==> config.mk <==
export PLATFORM = sky130hd
export DESIGN_NAME = tmr_timer8
export DESIGN_NICKNAME = d
export VERILOG_FILES = /design/src/core/tmr_pkg.sv /design/src/core/tmr_timer8.sv
export SDC_FILE = /design/constraint.sdc
export NUM_CORES = 1
export LEC_CHECK = 0
export BUFFER_PORTS_ARGS = -buffer_cell sky130_fd_sc_hd__clkbuf_2
export CAP_MARGIN = 20
export CORE_MARGIN = 5
export CORE_UTILIZATION = 50
export CTS_CLUSTER_SIZE = 20
export DETAILED_ROUTE_END_ITERATION = 8
export PLACE_DENSITY = 0.72
export RECOVER_POWER = 50
export REMOVE_ABC_BUFFERS = 1
export SYNTH_ARGS = -nofsm -noshare
export SYNTH_HDL_FRONTEND = slang
export SYNTH_SLANG_ARGS = --single-unit
==> constraint.sdc <==
create_clock -name clk -period 3.5 [get_ports clk]
set_clock_uncertainty 0.2 [all_clocks]
set_input_delay 0.175 -clock clk [delete_from_list [all_inputs] [get_ports clk]]
set_output_delay 0.175 -clock clk [all_outputs]
set_load 0.03 [all_outputs]
==> src/core/tmr_pkg.sv <==
// Package with the register map, field layout and state types of the 8-bit timer
package tmr_pkg;
  localparam int TMR_ADDR_W = 5;
  localparam logic [TMR_ADDR_W-1:0] TMR_OFS_CONTROL = 5'h00;
  localparam logic [TMR_ADDR_W-1:0] TMR_OFS_COUNT = 5'h04;
  localparam logic [TMR_ADDR_W-1:0] TMR_OFS_COMPARE = 5'h08;
  localparam logic [TMR_ADDR_W-1:0] TMR_OFS_FLAG = 5'h0C;
  localparam logic [TMR_ADDR_W-1:0] TMR_OFS_MASK = 5'h10;

  // Control register fields
  localparam int TMR_CS_LSB = 0;
  localparam int TMR_WGM_LSB = 3;
  localparam int TMR_COM_LSB = 5;
  localparam int TMR_FOC_BIT = 7;
  // Flag and mask register fields
  localparam int TMR_OVF_BIT = 0;
  localparam int TMR_CMP_BIT = 1;

  localparam logic [7:0] TMR_BOTTOM = 8'h00;
  localparam logic [7:0] TMR_MAX = 8'hFF;
  localparam logic [7:0] TMR_COUNT_RST = 8'h00;
  localparam logic [9:0] TMR_PSC_RST = 10'h000;

  // Prescaler taps as powers of two
  localparam int TMR_PSC_8 = 3;
  localparam int TMR_PSC_64 = 6;
  localparam int TMR_PSC_256 = 8;
  localparam int TMR_PSC_1024 = 10;

  typedef enum logic [1:0] {
    TMR_WGM_NORMAL = 2'b00,
    TMR_WGM_PHASE_PWM = 2'b01,
    TMR_WGM_CLEAR_ON_MATCH = 2'b10,
    TMR_WGM_FAST_PWM = 2'b11
  } tmr_wgm_t;

  typedef enum logic [2:0] {
    TMR_CS_STOP = 3'b000,
    TMR_CS_DIV1 = 3'b001,
    TMR_CS_DIV8 = 3'b010,
    TMR_CS_DIV64 = 3'b011,
    TMR_CS_DIV256 = 3'b100,
    TMR_CS_DIV1024 = 3'b101,
    TMR_CS_EXT_FALL = 3'b110,
    TMR_CS_EXT_RISE = 3'b111
  } tmr_cs_t;

  typedef struct packed {
    logic read;
    logic write;
    logic [TMR_ADDR_W-1:0] address;
    logic [31:0] writedata;
    logic [3:0] byteenable;
  } tmr_avm_req_t;

  typedef struct packed {
    logic [7:0] count_value;
    logic [7:0] compare_value;
    logic [7:0] compare_buffer;
    tmr_cs_t clock_select_field;
    tmr_wgm_t waveform_mode_field;
    logic [1:0] compare_output_mode;
    logic overflow_irq_enable;
    logic compare_irq_enable;
    logic overflow_flag;
    logic compare_flag;
    logic compare_output;
    logic count_down;
    logic match_block;
    logic [9:0] prescaler;
    logic ext_s1;
    logic ext_s2;
    logic ext_s3;
    logic waitrequest;
    logic [31:0] readdata;
    logic overflow_irq;
    logic compare_irq;
  } tmr_state_t;

  localparam tmr_state_t TMR_STATE_RST = '{
    clock_select_field: TMR_CS_STOP,
    waveform_mode_field: TMR_WGM_NORMAL,
    waitrequest: 1'b1,
    default: '0
  };
endpackage

==> src/core/tmr_timer8.sv <==
// 8-bit timer with one compare unit, PWM and an Avalon-MM register slave
//
// Chosen here: the Avalon-MM register port and the address map.
`timescale 1ns/1ps
module tmr_timer8 (
  input wire logic clk, // 50 MHz system clock
  input wire logic srst, // Synchronous reset, active high
  input wire tmr_pkg::tmr_avm_req_t avm_req, // Avalon-MM request group
  output logic avm_waitrequest, // Avalon-MM waitrequest
  output logic [31:0] avm_readdata, // Avalon-MM read data
  input wire logic external_count_pin, // Asynchronous external count input
  input wire logic global_irq_enable, // Global interrupt flag of the CPU
  input wire logic overflow_irq_ack, // Overflow interrupt serviced, pulse
  input wire logic compare_irq_ack, // Compare interrupt serviced, pulse
  output logic overflow_irq, // Overflow interrupt request
  output logic compare_irq, // Compare interrupt request
  output logic compare_output // Internal compare output state
);
  tmr_pkg::tmr_state_t s_q;
  tmr_pkg::tmr_state_t s_d;
  logic timer_tick;
  logic cpu_access;
  logic cpu_write;
  logic wr_lane0;
  logic pwm_mode;
  logic match;
  logic at_top;
  logic at_bottom;
  logic do_match;
  logic force_hit;
  logic set_ovf;
  logic set_cmp;
  logic clr_ovf;
  logic clr_cmp;
  logic [7:0] wbyte;
  logic [7:0] rbyte;

  assign avm_waitrequest = s_q.waitrequest;
  assign avm_readdata = s_q.readdata;
  assign overflow_irq = s_q.overflow_irq;
  assign compare_irq = s_q.compare_irq;
  assign compare_output = s_q.compare_output;

  always_comb
  begin
    s_d = s_q;
    timer_tick = 1'b0;
    rbyte = 8'h00;
    set_ovf = 1'b0;
    set_cmp = 1'b0;
    do_match = 1'b0;
    force_hit = 1'b0;
    // Only lane 0 carries a register; upper lanes are ignored
    wbyte = avm_req.writedata[7:0];
    // Request taken on the cycle that waitrequest is already low
    cpu_access = (avm_req.read | avm_req.write) & ~s_q.waitrequest;
    cpu_write = cpu_access & avm_req.write;
    wr_lane0 = cpu_write & avm_req.byteenable[0];
    pwm_mode = (s_q.waveform_mode_field == tmr_pkg::TMR_WGM_PHASE_PWM) |
               (s_q.waveform_mode_field == tmr_pkg::TMR_WGM_FAST_PWM);
    match = (s_q.count_value == s_q.compare_value);
    at_top = (s_q.count_value == tmr_pkg::TMR_MAX);
    at_bottom = (s_q.count_value == tmr_pkg::TMR_BOTTOM);

    // Prescaler and external pin synchroniser
    // One free-running prescaler serves every divided rate
    s_d.prescaler = s_q.prescaler + 10'h001;
    s_d.ext_s1 = external_count_pin;
    s_d.ext_s2 = s_q.ext_s1;
    // Third flop feeds only the edge detector; a pin edge costs three clocks
    s_d.ext_s3 = s_q.ext_s2;
    // Clock select forms the single tick enable
    case (s_q.clock_select_field)
      tmr_pkg::TMR_CS_STOP: timer_tick = 1'b0;
      tmr_pkg::TMR_CS_DIV1: timer_tick = 1'b1;
      tmr_pkg::TMR_CS_DIV8: timer_tick = &s_q.prescaler[tmr_pkg::TMR_PSC_8-1:0];
      tmr_pkg::TMR_CS_DIV64: timer_tick = &s_q.prescaler[tmr_pkg::TMR_PSC_64-1:0];
      tmr_pkg::TMR_CS_DIV256: timer_tick = &s_q.prescaler[tmr_pkg::TMR_PSC_256-1:0];
      tmr_pkg::TMR_CS_DIV1024: timer_tick = &s_q.prescaler[tmr_pkg::TMR_PSC_1024-1:0];
      tmr_pkg::TMR_CS_EXT_FALL: timer_tick = s_q.ext_s3 & ~s_q.ext_s2;
      tmr_pkg::TMR_CS_EXT_RISE: timer_tick = s_q.ext_s2 & ~s_q.ext_s3;
      default: timer_tick = 1'b0;
    endcase

    // Counter and waveform advance one step per tick
    if (timer_tick)
    begin
      // A blocked match is dropped for this tick only
      // The block waits for a tick, so a stopped timer keeps it armed
      do_match = match & ~s_q.match_block;
      set_cmp = do_match;
      s_d.match_block = 1'b0;
      case (s_q.waveform_mode_field)
        tmr_pkg::TMR_WGM_NORMAL:
        begin
          s_d.count_value = s_q.count_value + 8'h01;
          set_ovf = at_top;
          if (do_match)
          begin
            case (s_q.compare_output_mode)
              2'b01: s_d.compare_output = ~s_q.compare_output;
              2'b10: s_d.compare_output = 1'b0;
              2'b11: s_d.compare_output = 1'b1;
              default: s_d.compare_output = s_q.compare_output;
            endcase
          end
        end
        tmr_pkg::TMR_WGM_CLEAR_ON_MATCH:
        begin
          if (do_match)
          begin
            s_d.count_value = tmr_pkg::TMR_BOTTOM;
            case (s_q.compare_output_mode)
              2'b01: s_d.compare_output = ~s_q.compare_output;
              2'b10: s_d.compare_output = 1'b0;
              2'b11: s_d.compare_output = 1'b1;
              default: s_d.compare_output = s_q.compare_output;
            endcase
          end
          else
          begin
            s_d.count_value = s_q.count_value + 8'h01;
          end
          // Overflow only when the count really wraps past max
          set_ovf = at_top & ~do_match;
        end
        tmr_pkg::TMR_WGM_FAST_PWM:
        begin
          s_d.count_value = s_q.count_value + 8'h01;
          // Overflow when the count reaches max
          set_ovf = (s_q.count_value == (tmr_pkg::TMR_MAX - 8'h01));
          if (do_match)
          begin
            if (s_q.compare_output_mode == 2'b10)
            begin
              s_d.compare_output = 1'b0;
            end
            else if (s_q.compare_output_mode == 2'b11)
            begin
              s_d.compare_output = 1'b1;
            end
          end
          // Output mode 1 has no waveform action here
          // Wrap to bottom overrides a match on the same tick
          if (at_top)
          begin
            s_d.compare_value = s_q.compare_buffer;
            if (s_q.compare_output_mode == 2'b10)
            begin
              s_d.compare_output = 1'b1;
            end
            else if (s_q.compare_output_mode == 2'b11)
            begin
              s_d.compare_output = 1'b0;
            end
          end
        end
        default:
        begin
          // Phase correct: turn at max and at bottom
          // Direction survives count writes and mode changes
          if (s_q.count_down)
          begin
            if (at_bottom)
            begin
              s_d.count_down = 1'b0;
              s_d.count_value = s_q.count_value + 8'h01;
            end
            else
            begin
              s_d.count_value = s_q.count_value - 8'h01;
            end
          end
          else if (at_top)
          begin
            s_d.count_down = 1'b1;
            s_d.count_value = s_q.count_value - 8'h01;
            s_d.compare_value = s_q.compare_buffer;
          end
          else
          begin
            s_d.count_value = s_q.count_value + 8'h01;
          end
          set_ovf = s_q.count_down & at_bottom;
          if (do_match)
          begin
            if (s_q.compare_output_mode == 2'b10)
            begin
              s_d.compare_output = s_q.count_down;
            end
            else if (s_q.compare_output_mode == 2'b11)
            begin
              s_d.compare_output = ~s_q.count_down;
            end
          end
        end
      endcase
    end

    // Register reads, answered one cycle after the request is seen
    // Unmapped offsets read zero and drop writes
    if (avm_req.address == tmr_pkg::TMR_OFS_CONTROL)
    begin
      rbyte = {1'b0, s_q.compare_output_mode, s_q.waveform_mode_field,
               s_q.clock_select_field};
    end
    else if (avm_req.address == tmr_pkg::TMR_OFS_COUNT)
    begin
      rbyte = s_q.count_value;
    end
    else if (avm_req.address == tmr_pkg::TMR_OFS_COMPARE)
    begin
      // Buffer readback in PWM modes shows software its own last write
      rbyte = pwm_mode ? s_q.compare_buffer : s_q.compare_value;
    end
    else if (avm_req.address == tmr_pkg::TMR_OFS_FLAG)
    begin
      rbyte = {6'h00, s_q.compare_flag, s_q.overflow_flag};
    end
    else if (avm_req.address == tmr_pkg::TMR_OFS_MASK)
    begin
      rbyte = {6'h00, s_q.compare_irq_enable, s_q.overflow_irq_enable};
    end
    // One wait state per request: seen on one edge, answered on the next
    s_d.waitrequest = ~((avm_req.read | avm_req.write) & s_q.waitrequest);
    if (avm_req.read & s_q.waitrequest)
    begin
      s_d.readdata = {24'h000000, rbyte};
    end
    else
    begin
      // Idle bus reads zero so stale data never lingers
      s_d.readdata = 32'h00000000;
    end

    // Register writes
    clr_ovf = 1'b0;
    clr_cmp = 1'b0;
    if (wr_lane0)
    begin
      if (avm_req.address == tmr_pkg::TMR_OFS_CONTROL)
      begin
        s_d.clock_select_field = tmr_pkg::tmr_cs_t'(wbyte[tmr_pkg::TMR_CS_LSB +: 3]);
        // Output state untouched by a mode change
        s_d.waveform_mode_field = tmr_pkg::tmr_wgm_t'(wbyte[tmr_pkg::TMR_WGM_LSB +: 2]);
        s_d.compare_output_mode = wbyte[tmr_pkg::TMR_COM_LSB +: 2];
        // Force acts with the output mode written alongside it
        force_hit = wbyte[tmr_pkg::TMR_FOC_BIT] & ~pwm_mode;
        if (force_hit)
        begin
          case (wbyte[tmr_pkg::TMR_COM_LSB +: 2])
            2'b01: s_d.compare_output = ~s_q.compare_output;
            2'b10: s_d.compare_output = 1'b0;
            2'b11: s_d.compare_output = 1'b1;
            default: s_d.compare_output = s_q.compare_output;
          endcase
        end
      end
      else if (avm_req.address == tmr_pkg::TMR_OFS_COUNT)
      begin
        s_d.count_value = wbyte;
        s_d.match_block = 1'b1;
      end
      else if (avm_req.address == tmr_pkg::TMR_OFS_COMPARE)
      begin
        // Non-PWM writes fill both, so a later PWM switch starts from them
        s_d.compare_buffer = wbyte;
        if (!pwm_mode)
        begin
          s_d.compare_value = wbyte;
        end
      end
      else if (avm_req.address == tmr_pkg::TMR_OFS_FLAG)
      begin
        clr_ovf = wbyte[tmr_pkg::TMR_OVF_BIT];
        clr_cmp = wbyte[tmr_pkg::TMR_CMP_BIT];
      end
      else if (avm_req.address == tmr_pkg::TMR_OFS_MASK)
      begin
        s_d.overflow_irq_enable = wbyte[tmr_pkg::TMR_OVF_BIT];
        s_d.compare_irq_enable = wbyte[tmr_pkg::TMR_CMP_BIT];
      end
    end

    // Hardware set wins over any clear in the same cycle
    if (set_ovf)
    begin
      s_d.overflow_flag = 1'b1;
    end
    else if (clr_ovf | overflow_irq_ack)
    begin
      s_d.overflow_flag = 1'b0;
    end
    if (set_cmp)
    begin
      s_d.compare_flag = 1'b1;
    end
    else if (clr_cmp | compare_irq_ack)
    begin
      s_d.compare_flag = 1'b0;
    end
    // Requests follow next-state flags, so they never lag a clear
    s_d.overflow_irq = s_d.overflow_flag & s_d.overflow_irq_enable & global_irq_enable;
    s_d.compare_irq = s_d.compare_flag & s_d.compare_irq_enable & global_irq_enable;
  end

  always_ff @(posedge clk)
  begin
    if (srst)
    begin
      s_q <= tmr_pkg::TMR_STATE_RST;
    end
    else
    begin
      s_q <= s_d;
    end
  end
endmodule

# Word level (Yosys, flattened, before mapping)
# Index checks and enable logic that the tools add are counted.
[totals]
reg_bits = 86
inputBits = 49
wordCells = 167
[classes]
add_sub_neg = 3
eq_ne = 24
n_mux = 69
bitwise_logic = 32
reduce_logical = 16
[op_table]
columns = ["cell", "n"]
rows = [
  ["8-bit 2-to-1 mux", 11],
  ["16-bit 2-to-1 mux", 3],
  ["1-bit 2-to-1 mux", 36],
  ["33-bit 2-to-1 mux", 1],
  ["8-bit one-hot mux with 2 select lines", 2],
  ["24-bit 2-to-1 mux", 1],
  ["8-bit == test (second input constant)", 2],
  ["1-bit bitwise AND", 15],
  ["2-bit 2-to-1 mux", 7],
  ["7-bit 2-to-1 mux", 2],
  ["1-bit NOT", 13],
  ["2-bit == test (second input constant)", 6],
  ["3-bit == test (second input constant)", 4],
  ["10-bit by 1-bit adder with 10-bit output (second input constant)", 1],
  ["5-bit by 4-bit == test with 1-bit output (second input constant)", 2],
  ["10-bit AND reduction", 1],
  ["1-bit one-hot mux with 3 select lines", 3],
  ["8-bit by 1-bit adder with 8-bit output (second input constant)", 1],
  ["8-bit == test", 1],
  ["8-bit zero test", 1],
  ["1-bit one-hot mux with 8 select lines", 1],
  ["8-bit AND reduction", 1],
  ["8-bit by 1-bit subtractor with 8-bit output (second input constant)", 1],
  ["2-bit by 1-bit == test with 1-bit output (second input constant)", 3],
  ["17 further kinds", 25],
]

# Longest topological paths before layout
# Gate-level depths: netlist of run 1.
[depth]
ltp_word = 12
mapped_depth = 10
ltp_nobuf = 8

# Worst setup path after synthesis of run 1
# Ideal clock, no wire load.
[synth_path]
path_type = "flip-flop to flip-flop"
start = "reg s_q, in the netlist avm_waitrequest"
end = "reg s_q, in the netlist compare_output"
setup_ps = 62
arrival_time_ps = 2103
required_time_ps = 3238
path_slack_ps = 1136
path_stages_with_launch = 8
n_path_buf = 1
cell_sequence = "dfxtp_1 > and3b_1 > or4b_4 > buf_6 > a2111oi_4 > or4_1 > or4_1 > nand3_1"
[synth_via]
elab_chain_len = 5
elab_cells_between_ends = 6
cone_classes = "eq/ne (1); mux (1); bitwise (4)"
[synth_rtl]
columns = ["element", "line", "source"]
rows = [
  ["from (decl)", "tmr_timer8.sv:19", "tmr_pkg::tmr_state_t s_q;"],
  ["from (signal assigned)", "tmr_timer8.sv:311", "s_q <= tmr_pkg::TMR_STATE_RST;"],
  ["1-bit NOT (*)", "tmr_timer8.sv:56", "cpu_access = (avm_req.read | avm_req.write) & ~s_q.waitrequest;"],
  ["1-bit bitwise AND (*)", "tmr_timer8.sv:56", ""],
  ["1-bit bitwise AND (*)", "tmr_timer8.sv:57", "cpu_write = cpu_access & avm_req.write;"],
  ["1-bit bitwise AND (*)", "tmr_timer8.sv:58", "wr_lane0 = cpu_write & avm_req.byteenable[0];"],
  ["6-bit by 3-bit inequality test with 1-bit output (no source line) or 1-bit 2-to-1 mux (tied branches)", "--", ""],
]
# Every way passes the cells marked *; elsewhere a longest branch is shown, timed or not.
# A chain may end at the register's enable or synchronous reset.

# Final worst setup path of run 1
[layout_path]
start = "in avm_req[36] (netlist bit)"
end = "reg s_q[71] (netlist bit)"
[layout_via]
elab_chain_len = 5
elab_cells_between_ends = 7
cone_classes = "eq/ne (2); mux (4); reduce/logical (1)"
[layout_rtl]
columns = ["element", "line", "source"]
rows = [
  ["from (decl)", "tmr_timer8.sv:8", "input wire tmr_pkg::tmr_avm_req_t avm_req,"],
  ["5-bit by 4-bit == test with 1-bit output", "tmr_timer8.sv:264", "else if (avm_req.address == tmr_pkg::TMR_OFS_COMPARE)"],
  ["16-bit 2-to-1 mux", "tmr_timer8.sv:264", ""],
  ["16-bit 2-to-1 mux", "tmr_timer8.sv:259", "else if (avm_req.address == tmr_pkg::TMR_OFS_COUNT)"],
  ["24-bit 2-to-1 mux (*)", "tmr_timer8.sv:241", "if (avm_req.address == tmr_pkg::TMR_OFS_CONTROL)"],
  ["33-bit 2-to-1 mux (*)", "tmr_timer8.sv:239", "if (wr_lane0)"],
]
# Marked as above.

==> metrics.txt, run 1 <==
# TYPE chip_impl_metric gauge
chip_impl_metric{name="grt_use_total",unit=""} 0.214
chip_impl_metric{name="grt_remaining_overflow",unit=""} 0
chip_impl_metric{name="synth_area_per_cell",unit="um2"} 8.02
chip_impl_metric{name="floorplan.die_area",unit="um2"} 9570
chip_impl_metric{name="cts_inserted_buffers",unit=""} 9
chip_impl_metric{name="slew_headroom",unit=""} 0.423
chip_impl_metric{name="floorplan.initialDensity",unit=""} 0.507
chip_impl_metric{name="htree_levels",unit=""} 3
chip_impl_metric{name="worst_setup_hold_path_clk_slew",unit="ns"} 0.08
chip_impl_metric{name="synthArstFlopShare",unit=""} 0
chip_impl_metric{name="route.vias.total",unit=""} 3583
chip_impl_metric{name="met2_usage",unit=""} 0.328
chip_impl_metric{name="clk-insertion-delay-late",unit="ns"} 0.34
chip_impl_metric{name="postSynthRegisterBits",unit=""} 62
chip_impl_metric{name="dp_hpwl",unit="mm"} 7.16
chip_impl_info{name="synthDominantAreaCellType",value="sky130_fd_sc_hd__dfxtp_1"} 1
chip_impl_info{name="layer_carrying_the_most_global_route_usage",value="met2"} 1
chip_impl_info{name="timing.critical_path.max_delay_family",value="simple AND/OR/NAND/NOR gates"} 1
chip_impl_metric{name="hold_buffers",unit=""} 13
chip_impl_metric{name="post_cts_resized",unit=""} 0
chip_impl_metric{name="core_occupancy_in_the_finished_layout",unit=""} 0.555
chip_impl_metric{name="gpl.final_weighted_congestion",unit=""} 0.914
chip_impl_metric{name="worst_ep_required",unit="ns"} 3.56
chip_impl_metric{name="synth.distinct_cells",unit=""} 61
chip_impl_info{name="synth_common_cells",value="62 x sky130_fd_sc_hd__dfxtp_1, 57 x sky130_fd_sc_hd__nor2_1, 39 x sky130_fd_sc_hd__nand2_1, 32 x sky130_fd_sc_hd__buf_4, 30 x sky130_fd_sc_hd__a21oi_1"} 1
chip_impl_metric{name="syn_area",unit="um2"} 3860
chip_impl_info{name="cp_cell_sequence",value="dlygate4sd3_1 -> clkbuf_1 -> nor3_1 -> and3_1 -> buf_4 -> and2_1 -> nand2_1 -> o31a_1 -> o22ai_1"} 1
chip_impl_metric{name="power.leakage",unit="uW"} 0.00157
chip_impl_metric{name="edff_count_synth",unit=""} 0
chip_impl_info{name="endpoint_kind",value="flip-flop"} 1
chip_impl_metric{name="seqPwrFrac",unit=""} 0.463
chip_impl_metric{name="chipWidth",unit="um"} 97.9
chip_impl_metric{name="p_comb_frac",unit=""} 0.078
chip_impl_info{name="synth_most_common_cell",value="sky130_fd_sc_hd__dfxtp_1"} 1
chip_impl_metric{name="timing_max_transition_violations_final",unit=""} 0
chip_impl_metric{name="clkPwrFrac",unit=""} 0.459
chip_impl_metric{name="drc",unit=""} 0
chip_impl_metric{name="worst_slack",unit="ns"} 0.599
chip_impl_info{name="grt_setup_unrepaired",value="false"} 1
chip_impl_metric{name="max_cap_viol_count",unit=""} 0
chip_impl_metric{name="die_height",unit="um"} 97.9
chip_impl_metric{name="drt_wl_total",unit="mm"} 10.3
chip_impl_metric{name="io_buffers",unit=""} 33
chip_impl_metric{name="yosysTopAreaCellShare",unit=""} 0.322
chip_impl_metric{name="power_switching",unit="uW"} 396
chip_impl_metric{name="groute.layer.met3.usage",unit=""} 0.0550
chip_impl_metric{name="fmaxAchievable",unit="MHz"} 345
chip_impl_metric{name="clk_path_buf_depth",unit=""} 2
chip_impl_metric{name="ant_nets",unit=""} 0
chip_impl_metric{name="violation_count_after_the_first_detailed_route_iteration",unit=""} 316
chip_impl_metric{name="fin_worst_hold_slack",unit="ns"} 0.0170
chip_impl_metric{name="via_count_of_the_first_global_routing_pass",unit=""} 3321
chip_impl_metric{name="synthesis_to_layout_area_growth",unit="%"} 9.40
chip_impl_info{name="synth_area_leaders",value="sky130_fd_sc_hd__dfxtp_1 32%, sky130_fd_sc_hd__buf_4 6.2%, sky130_fd_sc_hd__nor2_1 5.5%"} 1
chip_impl_metric{name="intPower",unit="uW"} 1150
chip_impl_metric{name="dp_worst_setup_slack",unit="ns"} 0.771
chip_impl_metric{name="postSynthCellCount",unit=""} 481
chip_impl_metric{name="tightest_slew",unit="ns"} 0.859
chip_impl_info{name="crit_path_top_delay_cell",value="sky130_fd_sc_hd__nor3_1"} 1
chip_impl_metric{name="post_cts_buffers",unit=""} 0
chip_impl_metric{name="maximum_number_of_pins_on_one_net_before_global_route_repair",unit=""} 57
chip_impl_metric{name="power_switching_share",unit=""} 0.256
chip_impl_info{name="critPathLaunchType",value="primary input"} 1
chip_impl_metric{name="met1_usage",unit=""} 0.292
chip_impl_metric{name="tns",unit="ns"} 0
chip_impl_metric{name="peakVddDrop",unit="uV"} 156
chip_impl_metric{name="timing.final.hold_violations",unit=""} 0
chip_impl_metric{name="n_antenna_cell",unit=""} 0
chip_impl_info{name="cts_tree",value="yes"} 1
chip_impl_metric{name="placement_rows",unit=""} 32
chip_impl_metric{name="fill_cells",unit=""} 722
chip_impl_info{name="run_status",value="finished, final reports clean"} 1
chip_impl_metric{name="power_density",unit="nW/um2"} 366
chip_impl_info{name="cts.root.buffer_cell",value="sky130_fd_sc_hd__clkbuf_8"} 1
chip_impl_metric{name="finalSetupViolations",unit=""} 0
chip_impl_metric{name="layout_min_cycle_time",unit="ns"} 2.90
chip_impl_metric{name="route.detailed.vias_per_inst",unit=""} 5.85
chip_impl_info{name="worst_hold_path_type",value="primary input to flip-flop"} 1
chip_impl_metric{name="wire_length_of_the_first_global_routing_pass",unit="mm"} 16.8
chip_impl_metric{name="final_nets",unit=""} 565
chip_impl_metric{name="floorplan.core_area",unit="um2"} 7610
chip_impl_metric{name="initial_antenna_violation_count",unit=""} 0
chip_impl_metric{name="layout_worst_path_cycle_share",unit=""} 0.829
chip_impl_metric{name="tritoncts_num_sinks",unit=""} 62
chip_impl_metric{name="max_stage_delay",unit="ns"} 0.66
chip_impl_metric{name="yosysWarnings",unit=""} 0
chip_impl_metric{name="post_drt_wl_per_cell",unit="um"} 16.9
chip_impl_metric{name="cp_max_fo",unit=""} 10
chip_impl_info{name="ys.flop_type",value="sky130_fd_sc_hd__dfxtp_1"} 1
chip_impl_metric{name="critical_path_buf_inv_count",unit=""} 3
chip_impl_info{name="setup.worst_path.class",value="primary input to flip-flop"} 1
chip_impl_metric{name="ys_seq_area_frac",unit=""} 0.322
chip_impl_metric{name="drive_gt1_frac",unit=""} 0.102
chip_impl_metric{name="cp.arrival",unit="ns"} 2.96
chip_impl_metric{name="io_pins",unit=""} 85
chip_impl_metric{name="drt_pass1_iterations",unit=""} 5
[final timing paths]
path,end,depth (start not counted),slack [ns],start
worst max-delay path,s_q[71]$_SDFF_PP0_,9,0.60,avm_req[36]
worst min-delay path,s_q[68]$_SDFFE_PP0P_,3,0.02,avm_req[10]
worst max register to register,avm_readdata[1]$_SDFF_PP0_,8,0.72,s_q[58]$_SDFFE_PP0P_
worst min register to register,s_d[35]$_SDFF_PP0_,1,0.24,s_d[36]$_SDFF_PP0_
[cell families (layout without fill, tap and decap cells)]
kind of cell    after synthesis  after routing  synth area share
flops                        62             62             0.322
simple gates                200            200             0.269
other cells                   1             24          0.000972
fa+ha+maj                    11             11            0.0357
compound gates              102            102             0.184
xor+xnor                     18             18            0.0409
mux                          16             16            0.0428
buf+inv                      71             77             0.106
[state kept, by name (all words and copies together), names as in the netlist]
register	count
avm_waitrequest	1
compare_output	1
s_d	2
avm_readdata	8
s_q	48
compare_irq	1
overflow_irq	1
[cell type report]
| cell class | count | area, um2 | share of cell area |
|---|---|---|---|
| clock inverter | 7 | 97.6 | 0.0231 |
| sequential | 62 | 1240 | 0.294 |
| clock buffer | 9 | 124 | 0.0293 |
| multi-input combinational | 371 | 2280 | 0.541 |
| tap | 102 | 128 | 0.0302 |
| inverter | 11 | 41.3 | 0.00978 |
| timing repair buffer | 50 | 308 | 0.0729 |
[worst register-to-register path, delay by kind of cell (launching register included)]
family | cells | cell delay, ns
AO/OA/AOI/OAI | 3 | 0.48
adder cells (fa/ha/maj) | 1 | 0.34
buffers and inverters | 1 | 0.10
flip-flops | 1 | 0.41
multiplexers | 1 | 0.43
AND/OR/NAND/NOR | 2 | 0.72
[power by group through the flow]
stage / sequential, uW / clock, uW / combinational [uW]
after floorplan: 733 / 0 / 64.3
after global placement: 732 / 0 / 107
after detailed placement: 732 / 0 / 109
after CTS: 716 / 719 / 121
after global routing: 717 / 749 / 132
final: 716 / 709 / 121
[per-layer routing]
metal | share of wire | wire length (um) | vias to the layer above
li1 | - | - | 1714
met1 | 0.45 | 4600 | 1680
met2 | 0.45 | 4620 | 171
met3 | 0.085 | 873 | 18
met4 | 0.022 | 225 | 0
met5 | 0 | 0 | -
[placed cells by master, fill, tap and decap left out, types with 4 or more instances in the layout]
cell and n:
sky130_fd_sc_hd__ha_1 11, sky130_fd_sc_hd__buf_4 4, sky130_fd_sc_hd__a211oi_1 5, sky130_fd_sc_hd__a22oi_1 4
sky130_fd_sc_hd__a21oi_1 30, sky130_fd_sc_hd__nand2_1 39, sky130_fd_sc_hd__a31oi_1 6, sky130_fd_sc_hd__nor2_1 57
sky130_fd_sc_hd__o21ai_0 13, sky130_fd_sc_hd__clkbuf_1 14, sky130_fd_sc_hd__mux2i_1 12, sky130_fd_sc_hd__clkbuf_8 9
sky130_fd_sc_hd__o22ai_1 4, sky130_fd_sc_hd__dfxtp_1 62, sky130_fd_sc_hd__conb_1 24, sky130_fd_sc_hd__inv_1 11
sky130_fd_sc_hd__dlygate4sd3_1 13, sky130_fd_sc_hd__a221oi_1 14, sky130_fd_sc_hd__or3_1 5, sky130_fd_sc_hd__xor2_1 13
sky130_fd_sc_hd__and2_1 4, sky130_fd_sc_hd__nor2b_1 12, sky130_fd_sc_hd__clkbuf_2 19, sky130_fd_sc_hd__nand3_1 26
sky130_fd_sc_hd__xnor2_1 5, sky130_fd_sc_hd__mux2_2 4, sky130_fd_sc_hd__nor3_1 18, sky130_fd_sc_hd__nand4_1 7
[through the flow]
step	std cells	cell area, um2	total power [uW]
after floorplan	444	3580	798
after CTS	612	4250	1560
after detailed placement	583	3900	841
after global placement	583	3900	839
after global routing	612	4220	1600
final	612	4220	1550
(Power assumes the default switching activity.)
==> run 2: changes to the inputs <==
--- a/config.mk
+++ b/config.mk
@@ -5,6 +5,7 @@
 export SDC_FILE = /design/constraint.sdc
 export NUM_CORES = 1
 export LEC_CHECK = 0
+export ABC_AREA = 1
 export BUFFER_PORTS_ARGS = -buffer_cell sky130_fd_sc_hd__clkbuf_2
 export CAP_MARGIN = 20
 export CORE_MARGIN = 5
==> constraint.sdc (replaced) <==
create_clock -name clk -period 2.89 [get_ports clk]
set_clock_uncertainty 0.2 [all_clocks]
set_input_delay 0.1445 -clock clk [delete_from_list [all_inputs] [get_ports clk]]
set_output_delay 0.1445 -clock clk [all_outputs]
set_load 0.03 [all_outputs]
==> run 2 against run 1 <==
  * Clock power increased by 20%
  * Sequential share of layout area decreased by 1.8 points
  * Via count increased by 9.8%
  * Worst hold slack improved by 0.020 ns
  * Critical endpoint is now compare_irq$_SDFF_PP0_
  * Largest cell class unchanged
==> metrics.txt, run 2 <==
# TYPE chip_impl_metric gauge
chip_impl_metric{name="tightest_slew",unit="ns"} 0.535
chip_impl_metric{name="cp_max_fo",unit=""} 13
chip_impl_info{name="top_register",value="s_q"} 1
chip_impl_metric{name="clk-insertion-delay-late",unit="ns"} 0.35
chip_impl_info{name="synth_common_cells",value="119 x sky130_fd_sc_hd__nand2_1, 91 x sky130_fd_sc_hd__inv_1, 70 x sky130_fd_sc_hd__o21ai_0, 62 x sky130_fd_sc_hd__dfxtp_1, 47 x sky130_fd_sc_hd__nor2_1"} 1
chip_impl_metric{name="initial_antenna_violation_count",unit=""} 0
chip_impl_metric{name="tns",unit="ns"} 0
chip_impl_info{name="timing.hold.worst.start",value="srst"} 1
chip_impl_info{name="run_status",value="finished, final reports clean"} 1
chip_impl_info{name="mostFrequentLayoutCell",value="sky130_fd_sc_hd__nand2_1"} 1
chip_impl_metric{name="timing.final.hold_violations",unit=""} 0
chip_impl_info{name="layer_carrying_the_most_global_route_usage",value="met2"} 1
chip_impl_info{name="worst_hold_path_type",value="primary input to flip-flop"} 1
chip_impl_metric{name="worst_setup_hold_path_clk_slew",unit="ns"} 0.08
chip_impl_metric{name="drc",unit=""} 0
chip_impl_info{name="final_cell_mix",value="119 x sky130_fd_sc_hd__nand2_1, 92 x sky130_fd_sc_hd__inv_1, 70 x sky130_fd_sc_hd__o21ai_0, 62 x sky130_fd_sc_hd__dfxtp_1, 49 x sky130_fd_sc_hd__nor2_1"} 1
chip_impl_metric{name="multi_input_area",unit="um2"} 2160
chip_impl_metric{name="grt_use_total",unit=""} 0.229
chip_impl_metric{name="io_buffers",unit=""} 33
chip_impl_metric{name="grt_remaining_overflow",unit=""} 0
chip_impl_metric{name="drt_pass1_iterations",unit=""} 7
chip_impl_metric{name="n_antenna_cell",unit=""} 0
chip_impl_metric{name="ant_nets",unit=""} 0
chip_impl_metric{name="die_height",unit="um"} 99.9
chip_impl_metric{name="syn_area",unit="um2"} 4040
chip_impl_metric{name="core_occupancy_in_the_finished_layout",unit=""} 0.575
chip_impl_metric{name="fill_cells",unit=""} 771
chip_impl_metric{name="postSynthRegisterBits",unit=""} 62
chip_impl_info{name="critical_path.reg2reg.startpoint",value="s_q[38]$_SDFF_PP0_"} 1
chip_impl_metric{name="layout_worst_path_cycle_share",unit=""} 0.936
chip_impl_metric{name="yosysTopAreaCellShare",unit=""} 0.307
chip_impl_metric{name="chipWidth",unit="um"} 99.9
chip_impl_metric{name="io_pins",unit=""} 85
chip_impl_metric{name="floorplan.core_area",unit="um2"} 7810
chip_impl_metric{name="peakVddDrop",unit="uV"} 403
chip_impl_metric{name="htree_levels",unit=""} 3
chip_impl_metric{name="power.leakage",unit="uW"} 0.00206
chip_impl_info{name="grt_setup_unrepaired",value="false"} 1
chip_impl_metric{name="power_density",unit="nW/um2"} 418
chip_impl_metric{name="seq_area",unit="um2"} 1240
chip_impl_metric{name="clk_path_buf_depth",unit=""} 2
chip_impl_metric{name="synthArstFlopShare",unit=""} 0
chip_impl_metric{name="tritoncts_num_sinks",unit=""} 62
chip_impl_metric{name="drive_gt1_frac",unit=""} 0.113
chip_impl_metric{name="gpl.final_weighted_congestion",unit=""} 0.964
chip_impl_metric{name="dp_hpwl",unit="mm"} 8.40
chip_impl_metric{name="met2_usage",unit=""} 0.378
chip_impl_metric{name="synth.distinct_cells",unit=""} 37
chip_impl_metric{name="synthesis_to_layout_area_growth",unit="%"} 11.2
chip_impl_metric{name="wire_length_of_the_first_global_routing_pass",unit="mm"} 18.1
chip_impl_metric{name="violation_count_after_the_first_detailed_route_iteration",unit=""} 269
chip_impl_metric{name="ys_seq_area_frac",unit=""} 0.307
chip_impl_metric{name="post_cts_buffers",unit=""} 0
chip_impl_metric{name="postSynthCellCount",unit=""} 609
chip_impl_info{name="ys.flop_type",value="sky130_fd_sc_hd__dfxtp_1"} 1
chip_impl_metric{name="fmaxAchievable",unit="MHz"} 370
chip_impl_metric{name="worst_ep_required",unit="ns"} 2.92
chip_impl_metric{name="largest_register_ffs",unit=""} 48
chip_impl_metric{name="post_drt_wl_per_cell",unit="um"} 14.6
chip_impl_info{name="critPathLaunchType",value="flip-flop"} 1
chip_impl_metric{name="synth_area_per_cell",unit="um2"} 6.63
chip_impl_metric{name="dp_worst_setup_slack",unit="ns"} 0.563
chip_impl_info{name="cts.root.buffer_cell",value="sky130_fd_sc_hd__clkbuf_8"} 1
chip_impl_metric{name="cts_inserted_buffers",unit=""} 9
chip_impl_metric{name="met1_usage",unit=""} 0.292
chip_impl_metric{name="drt_wl_total",unit="mm"} 11.1
chip_impl_metric{name="floorplan.die_area",unit="um2"} 9980
chip_impl_info{name="synth_area_leaders",value="sky130_fd_sc_hd__dfxtp_1 31%, sky130_fd_sc_hd__nand2_1 11%, sky130_fd_sc_hd__o21ai_0 8.7%"} 1
chip_impl_metric{name="slew_headroom",unit=""} 0.642
chip_impl_metric{name="maximum_number_of_pins_on_one_net_before_global_route_repair",unit=""} 29
chip_impl_metric{name="layout_min_cycle_time",unit="ns"} 2.70
chip_impl_info{name="endpoint_kind",value="flip-flop"} 1
chip_impl_metric{name="floorplan.initialDensity",unit=""} 0.517
chip_impl_metric{name="timing_max_transition_violations_final",unit=""} 0
chip_impl_metric{name="final_nets",unit=""} 712
chip_impl_metric{name="route.detailed.vias_per_inst",unit=""} 5.18
chip_impl_metric{name="cp.arrival",unit="ns"} 2.74
chip_impl_metric{name="placement_rows",unit=""} 32
chip_impl_info{name="cts_tree",value="yes"} 1
chip_impl_metric{name="max_cap_viol_count",unit=""} 0
chip_impl_info{name="setup.worst_path.class",value="flip-flop to flip-flop"} 1
chip_impl_metric{name="via_count_of_the_first_global_routing_pass",unit=""} 3686
chip_impl_metric{name="route.vias.total",unit=""} 3934
chip_impl_metric{name="edff_count_synth",unit=""} 0
chip_impl_info{name="setup.worst_path.start",value="s_q[38]$_SDFF_PP0_"} 1
chip_impl_metric{name="yosysWarnings",unit=""} 0
chip_impl_info{name="synthDominantAreaCellType",value="sky130_fd_sc_hd__dfxtp_1"} 1
chip_impl_metric{name="finalSetupViolations",unit=""} 0
chip_impl_info{name="synth_most_common_cell",value="sky130_fd_sc_hd__nand2_1"} 1
chip_impl_metric{name="groute.layer.met3.usage",unit=""} 0.0535
chip_impl_metric{name="worst_slack",unit="ns"} 0.185
==> run 2: worst max-delay path, stage by stage, from the launching register on <==
cell                            delay [ns]
sky130_fd_sc_hd__dfxtp_1              0.33
sky130_fd_sc_hd__ha_1                 0.21
sky130_fd_sc_hd__nand3_1              0.12
sky130_fd_sc_hd__nor2_1               0.05
sky130_fd_sc_hd__nand2_1              0.08
sky130_fd_sc_hd__inv_1                0.06
sky130_fd_sc_hd__o21ai_0              0.28
sky130_fd_sc_hd__nand2_4              0.17
sky130_fd_sc_hd__inv_2                0.28
sky130_fd_sc_hd__o32a_1               0.23
sky130_fd_sc_hd__nor2_1               0.05
sky130_fd_sc_hd__dlygate4sd3_1        0.54
==> run 2: stage by stage <==
stage / hold slack, ns / power, uW / cells / instance area (um2)
after global placement: 0.140 / 1020 / 726 / 4140
after floorplan: 0.00694 / 978 / 585 / 3800
final: 0.0370 / 1880 / 759 / 4490
after detailed placement: 0.142 / 1030 / 726 / 4140
after global routing: 0.0412 / 1960 / 759 / 4490
after CTS: 0.0264 / 1890 / 759 / 4530
==> run 2: timing repair <==
| action | CTS | global route |
|---|---|---|
| hold buffers | 17 | 0 |
| gates resized for setup | 0 | 1 |
| hold endpoints to repair | 33 | 0 |
| setup endpoints to repair | 0 | 1 |
==> run 2: report_power, final <==
group          leakage (uW)  internal, uW  switching, uW
registers          0.000501           862           6.57
clock network      0.000114           488            365
logic               0.00145          44.4            113
total               0.00206          1390            484
==> run 2: final cells by class <==
type                    count  area share
repair buffers             56      0.0799
flip-flops and latches     62       0.276
clock buffers               9      0.0276
inverters                 101      0.0844
clock inverters             7      0.0214
multi-input cells         422       0.482
well taps                 102      0.0284
==> run 2: kinds of logic (layout without fill, tap and decap cells) <==
| kind of cell | after synthesis | in the layout | share of synthesized area |
|---|---|---|---|
| fa+ha+maj | 11 | 11 | 0.0341 |
| xor+xnor | 11 | 11 | 0.0238 |
| compound gates | 136 | 136 | 0.186 |
| simple gates | 240 | 240 | 0.273 |
| flops | 62 | 62 | 0.307 |
| other cells | 1 | 24 | 0.000928 |
| buf+inv | 148 | 173 | 0.175 |
==> run 2: worst paths after layout <==
check | end | slack (ns) | depth (start not counted)
worst max register to register | compare_irq$_SDFF_PP0_ | 0.19 | 11
worst min-delay path | compare_output$_SDFFE_PP0P_ | 0.04 | 3
worst min register to register | s_d[35]$_SDFF_PP0_ | 0.21 | 2
worst max-delay path | compare_irq$_SDFF_PP0_ | 0.19 | 11
==> run 2: per-layer routing <==
layer	vias up	part of all wire
met3	28	0.060
met4	0	0.028
met1	1775	0.44
met2	131	0.47
met5	-	0
li1	2000	-
==> run 3: changes to the inputs <==
==> constraint.sdc (replaced) <==
create_clock -name clk -period 2.74 [get_ports clk]
set_clock_uncertainty 0.2 [all_clocks]
set_input_delay 0.137 -clock clk [delete_from_list [all_inputs] [get_ports clk]]
set_output_delay 0.137 -clock clk [all_outputs]
set_load 0.03 [all_outputs]
==> run 3 against run 2 <==
  * Global-route usage shrank 0.79 points
  * Power decreased by 3.4%
  * Register-to-register slack improved by 0.18 ns
  * Wire length decreased by 1.1%
  * Worst setup slack gained 0.13 ns
  * Count of clock-buffer cells in the layout up 2
  * Sequential power is 5.4% higher
  * Non-clock buffer count is the same
  * Critical path type is now primary input to flip-flop
==> metrics.txt, run 3 (synthesized netlist as in run 2, its figures left out) <==
# TYPE chip_impl_metric gauge
chip_impl_metric{name="clk-insertion-delay-late",unit="ns"} 0.35
chip_impl_metric{name="tritoncts_num_sinks",unit=""} 62
chip_impl_metric{name="floorplan.core_area",unit="um2"} 7810
chip_impl_metric{name="gpl.final_weighted_congestion",unit=""} 0.987
chip_impl_info{name="top_register",value="s_q"} 1
chip_impl_metric{name="via_count_of_the_first_global_routing_pass",unit=""} 3773
chip_impl_metric{name="drt_pass1_iterations",unit=""} 5
chip_impl_metric{name="placement_rows",unit=""} 32
chip_impl_metric{name="worst_setup_hold_path_clk_slew",unit="ns"} 0.07
chip_impl_info{name="final_cell_mix",value="119 x sky130_fd_sc_hd__nand2_1, 91 x sky130_fd_sc_hd__inv_1, 70 x sky130_fd_sc_hd__o21ai_0, 62 x sky130_fd_sc_hd__dfxtp_1, 48 x sky130_fd_sc_hd__nor2_1"} 1
chip_impl_metric{name="initial_antenna_violation_count",unit=""} 0
chip_impl_metric{name="seqPwrFrac",unit=""} 0.505
chip_impl_metric{name="tightest_slew",unit="ns"} 0.987
chip_impl_metric{name="slew_headroom",unit=""} 0.342
chip_impl_metric{name="timing_max_transition_violations_final",unit=""} 0
chip_impl_metric{name="chipWidth",unit="um"} 99.9
chip_impl_metric{name="cts_inserted_buffers",unit=""} 9
chip_impl_metric{name="route.detailed.vias_per_inst",unit=""} 5.32
chip_impl_metric{name="largest_register_ffs",unit=""} 48
chip_impl_metric{name="finalSetupViolations",unit=""} 0
chip_impl_metric{name="fmaxAchievable",unit="MHz"} 412
chip_impl_metric{name="met1_usage",unit=""} 0.286
chip_impl_metric{name="drive_gt1_frac",unit=""} 0.111
chip_impl_metric{name="io_buffers",unit=""} 33
chip_impl_info{name="setup.worst_path.start",value="avm_req[40]"} 1
chip_impl_metric{name="groute.layer.met3.usage",unit=""} 0.0327
chip_impl_metric{name="grt_remaining_overflow",unit=""} 0
chip_impl_info{name="worst_setup_path_end",value="s_q[76]$_SDFF_PP0_"} 1
chip_impl_metric{name="power_density",unit="nW/um2"} 408
chip_impl_info{name="critPathLaunchType",value="primary input"} 1
chip_impl_info{name="reg2reg_to",value="s_q[52]$_SDFF_PP0_"} 1
chip_impl_metric{name="route.vias.total",unit=""} 4038
chip_impl_metric{name="maximum_number_of_pins_on_one_net_before_global_route_repair",unit=""} 27
chip_impl_info{name="worst_hold_path_type",value="primary input to flip-flop"} 1
chip_impl_metric{name="wire_length_of_the_first_global_routing_pass",unit="mm"} 17.8
chip_impl_metric{name="cp.arrival",unit="ns"} 2.45
chip_impl_metric{name="worst-r2r-setup-slack",unit="ns"} 0.37
chip_impl_metric{name="met2_usage",unit=""} 0.361
chip_impl_metric{name="post_drt_wl_per_cell",unit="um"} 14.5
chip_impl_info{name="layer_carrying_the_most_global_route_usage",value="met2"} 1
chip_impl_metric{name="power_switching",unit="uW"} 506
chip_impl_metric{name="ant_nets",unit=""} 0
chip_impl_metric{name="p_comb_frac",unit=""} 0.091
chip_impl_metric{name="clk_path_buf_depth",unit=""} 2
chip_impl_metric{name="clkPwrFrac",unit=""} 0.404
chip_impl_metric{name="totalPowerFinal",unit="uW"} 1820
chip_impl_metric{name="io_pins",unit=""} 85
chip_impl_metric{name="fill_cells",unit=""} 762
chip_impl_metric{name="final_nets",unit=""} 712
chip_impl_metric{name="htree_levels",unit=""} 3
chip_impl_metric{name="drc",unit=""} 0
chip_impl_metric{name="cp_max_fo",unit=""} 15
chip_impl_metric{name="layout_min_cycle_time",unit="ns"} 2.43
chip_impl_metric{name="seq_area",unit="um2"} 1240
chip_impl_metric{name="synthesis_to_layout_area_growth",unit="%"} 10.0
chip_impl_metric{name="drt_wl_total",unit="mm"} 11.0
chip_impl_metric{name="intPower",unit="uW"} 1310
chip_impl_info{name="cts.root.buffer_cell",value="sky130_fd_sc_hd__clkbuf_8"} 1
chip_impl_metric{name="timing.final.hold_violations",unit=""} 0
chip_impl_metric{name="layout_worst_path_cycle_share",unit=""} 0.887
chip_impl_metric{name="worst_slack",unit="ns"} 0.310
chip_impl_info{name="critical_path.reg2reg.startpoint",value="s_q[38]$_SDFF_PP0_"} 1
chip_impl_metric{name="grt_use_total",unit=""} 0.221
chip_impl_info{name="mostFrequentLayoutCell",value="sky130_fd_sc_hd__nand2_1"} 1
chip_impl_metric{name="floorplan.initialDensity",unit=""} 0.517
chip_impl_metric{name="multi_input_area",unit="um2"} 2170
chip_impl_info{name="grt_setup_unrepaired",value="false"} 1
chip_impl_metric{name="violation_count_after_the_first_detailed_route_iteration",unit=""} 368
chip_impl_info{name="setup.worst_path.class",value="primary input to flip-flop"} 1
chip_impl_metric{name="max_cap_viol_count",unit=""} 0
chip_impl_metric{name="tns",unit="ns"} 0
chip_impl_info{name="cts_tree",value="yes"} 1
chip_impl_info{name="run_status",value="finished, final reports clean"} 1
chip_impl_metric{name="power.leakage",unit="uW"} 0.00203
chip_impl_metric{name="floorplan.die_area",unit="um2"} 9980
chip_impl_metric{name="die_height",unit="um"} 99.9
chip_impl_metric{name="logic_depth_of_the_worst_register_to_register_path",unit=""} 13
chip_impl_metric{name="power_switching_share",unit=""} 0.279
chip_impl_metric{name="n_antenna_cell",unit=""} 0
chip_impl_metric{name="dp_worst_setup_slack",unit="ns"} 0.347
chip_impl_metric{name="peakVddDrop",unit="uV"} 259
chip_impl_metric{name="post_cts_buffers",unit=""} 0
chip_impl_metric{name="worst_ep_required",unit="ns"} 2.76
chip_impl_info{name="endpoint_kind",value="flip-flop"} 1
chip_impl_metric{name="dp_hpwl",unit="mm"} 8.17
[run 3: cell types whose count changed in the layout (fill, tap and decap cells not counted), sizes merged]
cell      delta
bufinv       -2
clkinvlp     +2
clkbuf       +3
clkinv       -2
buf          -1
[run 3: worst max-delay path: stages]
cell and delay (ns):
sky130_fd_sc_hd__dlygate4sd3_1 0.54, sky130_fd_sc_hd__clkbuf_1 0.18, sky130_fd_sc_hd__inv_1 0.14, sky130_fd_sc_hd__nand4_1 0.13
sky130_fd_sc_hd__nor3_1 0.18, sky130_fd_sc_hd__clkbuf_1 0.40, sky130_fd_sc_hd__inv_2 0.14, sky130_fd_sc_hd__nor2_2 0.13
sky130_fd_sc_hd__inv_1 0.20, sky130_fd_sc_hd__o21ai_0 0.21, sky130_fd_sc_hd__a31oi_1 0.06
[run 3: worst min-delay path by stage]
stage	depth (start not counted)	slack, ns	end	start
6_report	3	0.04	s_q[38]$_SDFF_PP0_	srst
5_1_grt	3	0.06	s_d[35]$_SDFF_PP0_	srst
4_1_cts	3	0.02	s_q[38]$_SDFF_PP0_	srst
3_5_place_dp	3	0.14	s_d[36]$_SDFF_PP0_	external_count_pin
3_3_place_gp	3	0.13	s_d[36]$_SDFF_PP0_	external_count_pin
2_1_floorplan	1	-0.0006	compare_output$_SDFFE_PP0P_	srst
[run 3: repair_timing]
action,CTS,global route
hold endpoints to repair,39,0
hold buffers,17,0
resized for setup,0,0
[run 3: stage by stage]
| stage | area (um2) | cells | hold WS, ns | utilization |
|---|---|---|---|---|
| floorplan | 3800 | 585 | -0.000556 | - |
| global placement | 4140 | 726 | 0.134 | 0.530 |
| detailed placement | 4140 | 726 | 0.142 | 0.530 |
| CTS | 4480 | 759 | 0.0219 | 0.574 |
| global route | 4440 | 759 | 0.0643 | 0.569 |
| finish | 4440 | 759 | 0.0428 | 0.569 |
[run 3: layer usage]
| layer | part of all wire | wire length (um) | vias to the layer above |
|---|---|---|---|
| li1 | - | - | 1998 |
| met1 | 0.43 | 4720 | 1825 |
| met2 | 0.46 | 5080 | 182 |
| met3 | 0.080 | 875 | 33 |
| met4 | 0.028 | 303 | 0 |
| met5 | 0 | 0 | - |
[run 3: final cells by class]
cell class / instances / area share
clock buffer: 11 / 0.0318
clock inverter: 5 / 0.00760
inverter: 101 / 0.0853
multi-input combinational: 422 / 0.488
sequential: 62 / 0.279
tap: 102 / 0.0287
timing repair buffer: 56 / 0.0797
[run 3: power by group through the flow]
stage	Clock, uW	Sequential (uW)	Combinational (uW)
after global routing	783	917	181
after detailed placement	0	937	147
after global placement	0	936	145
final	733	916	166
after floorplan	0	938	93.1
after CTS	755	916	165
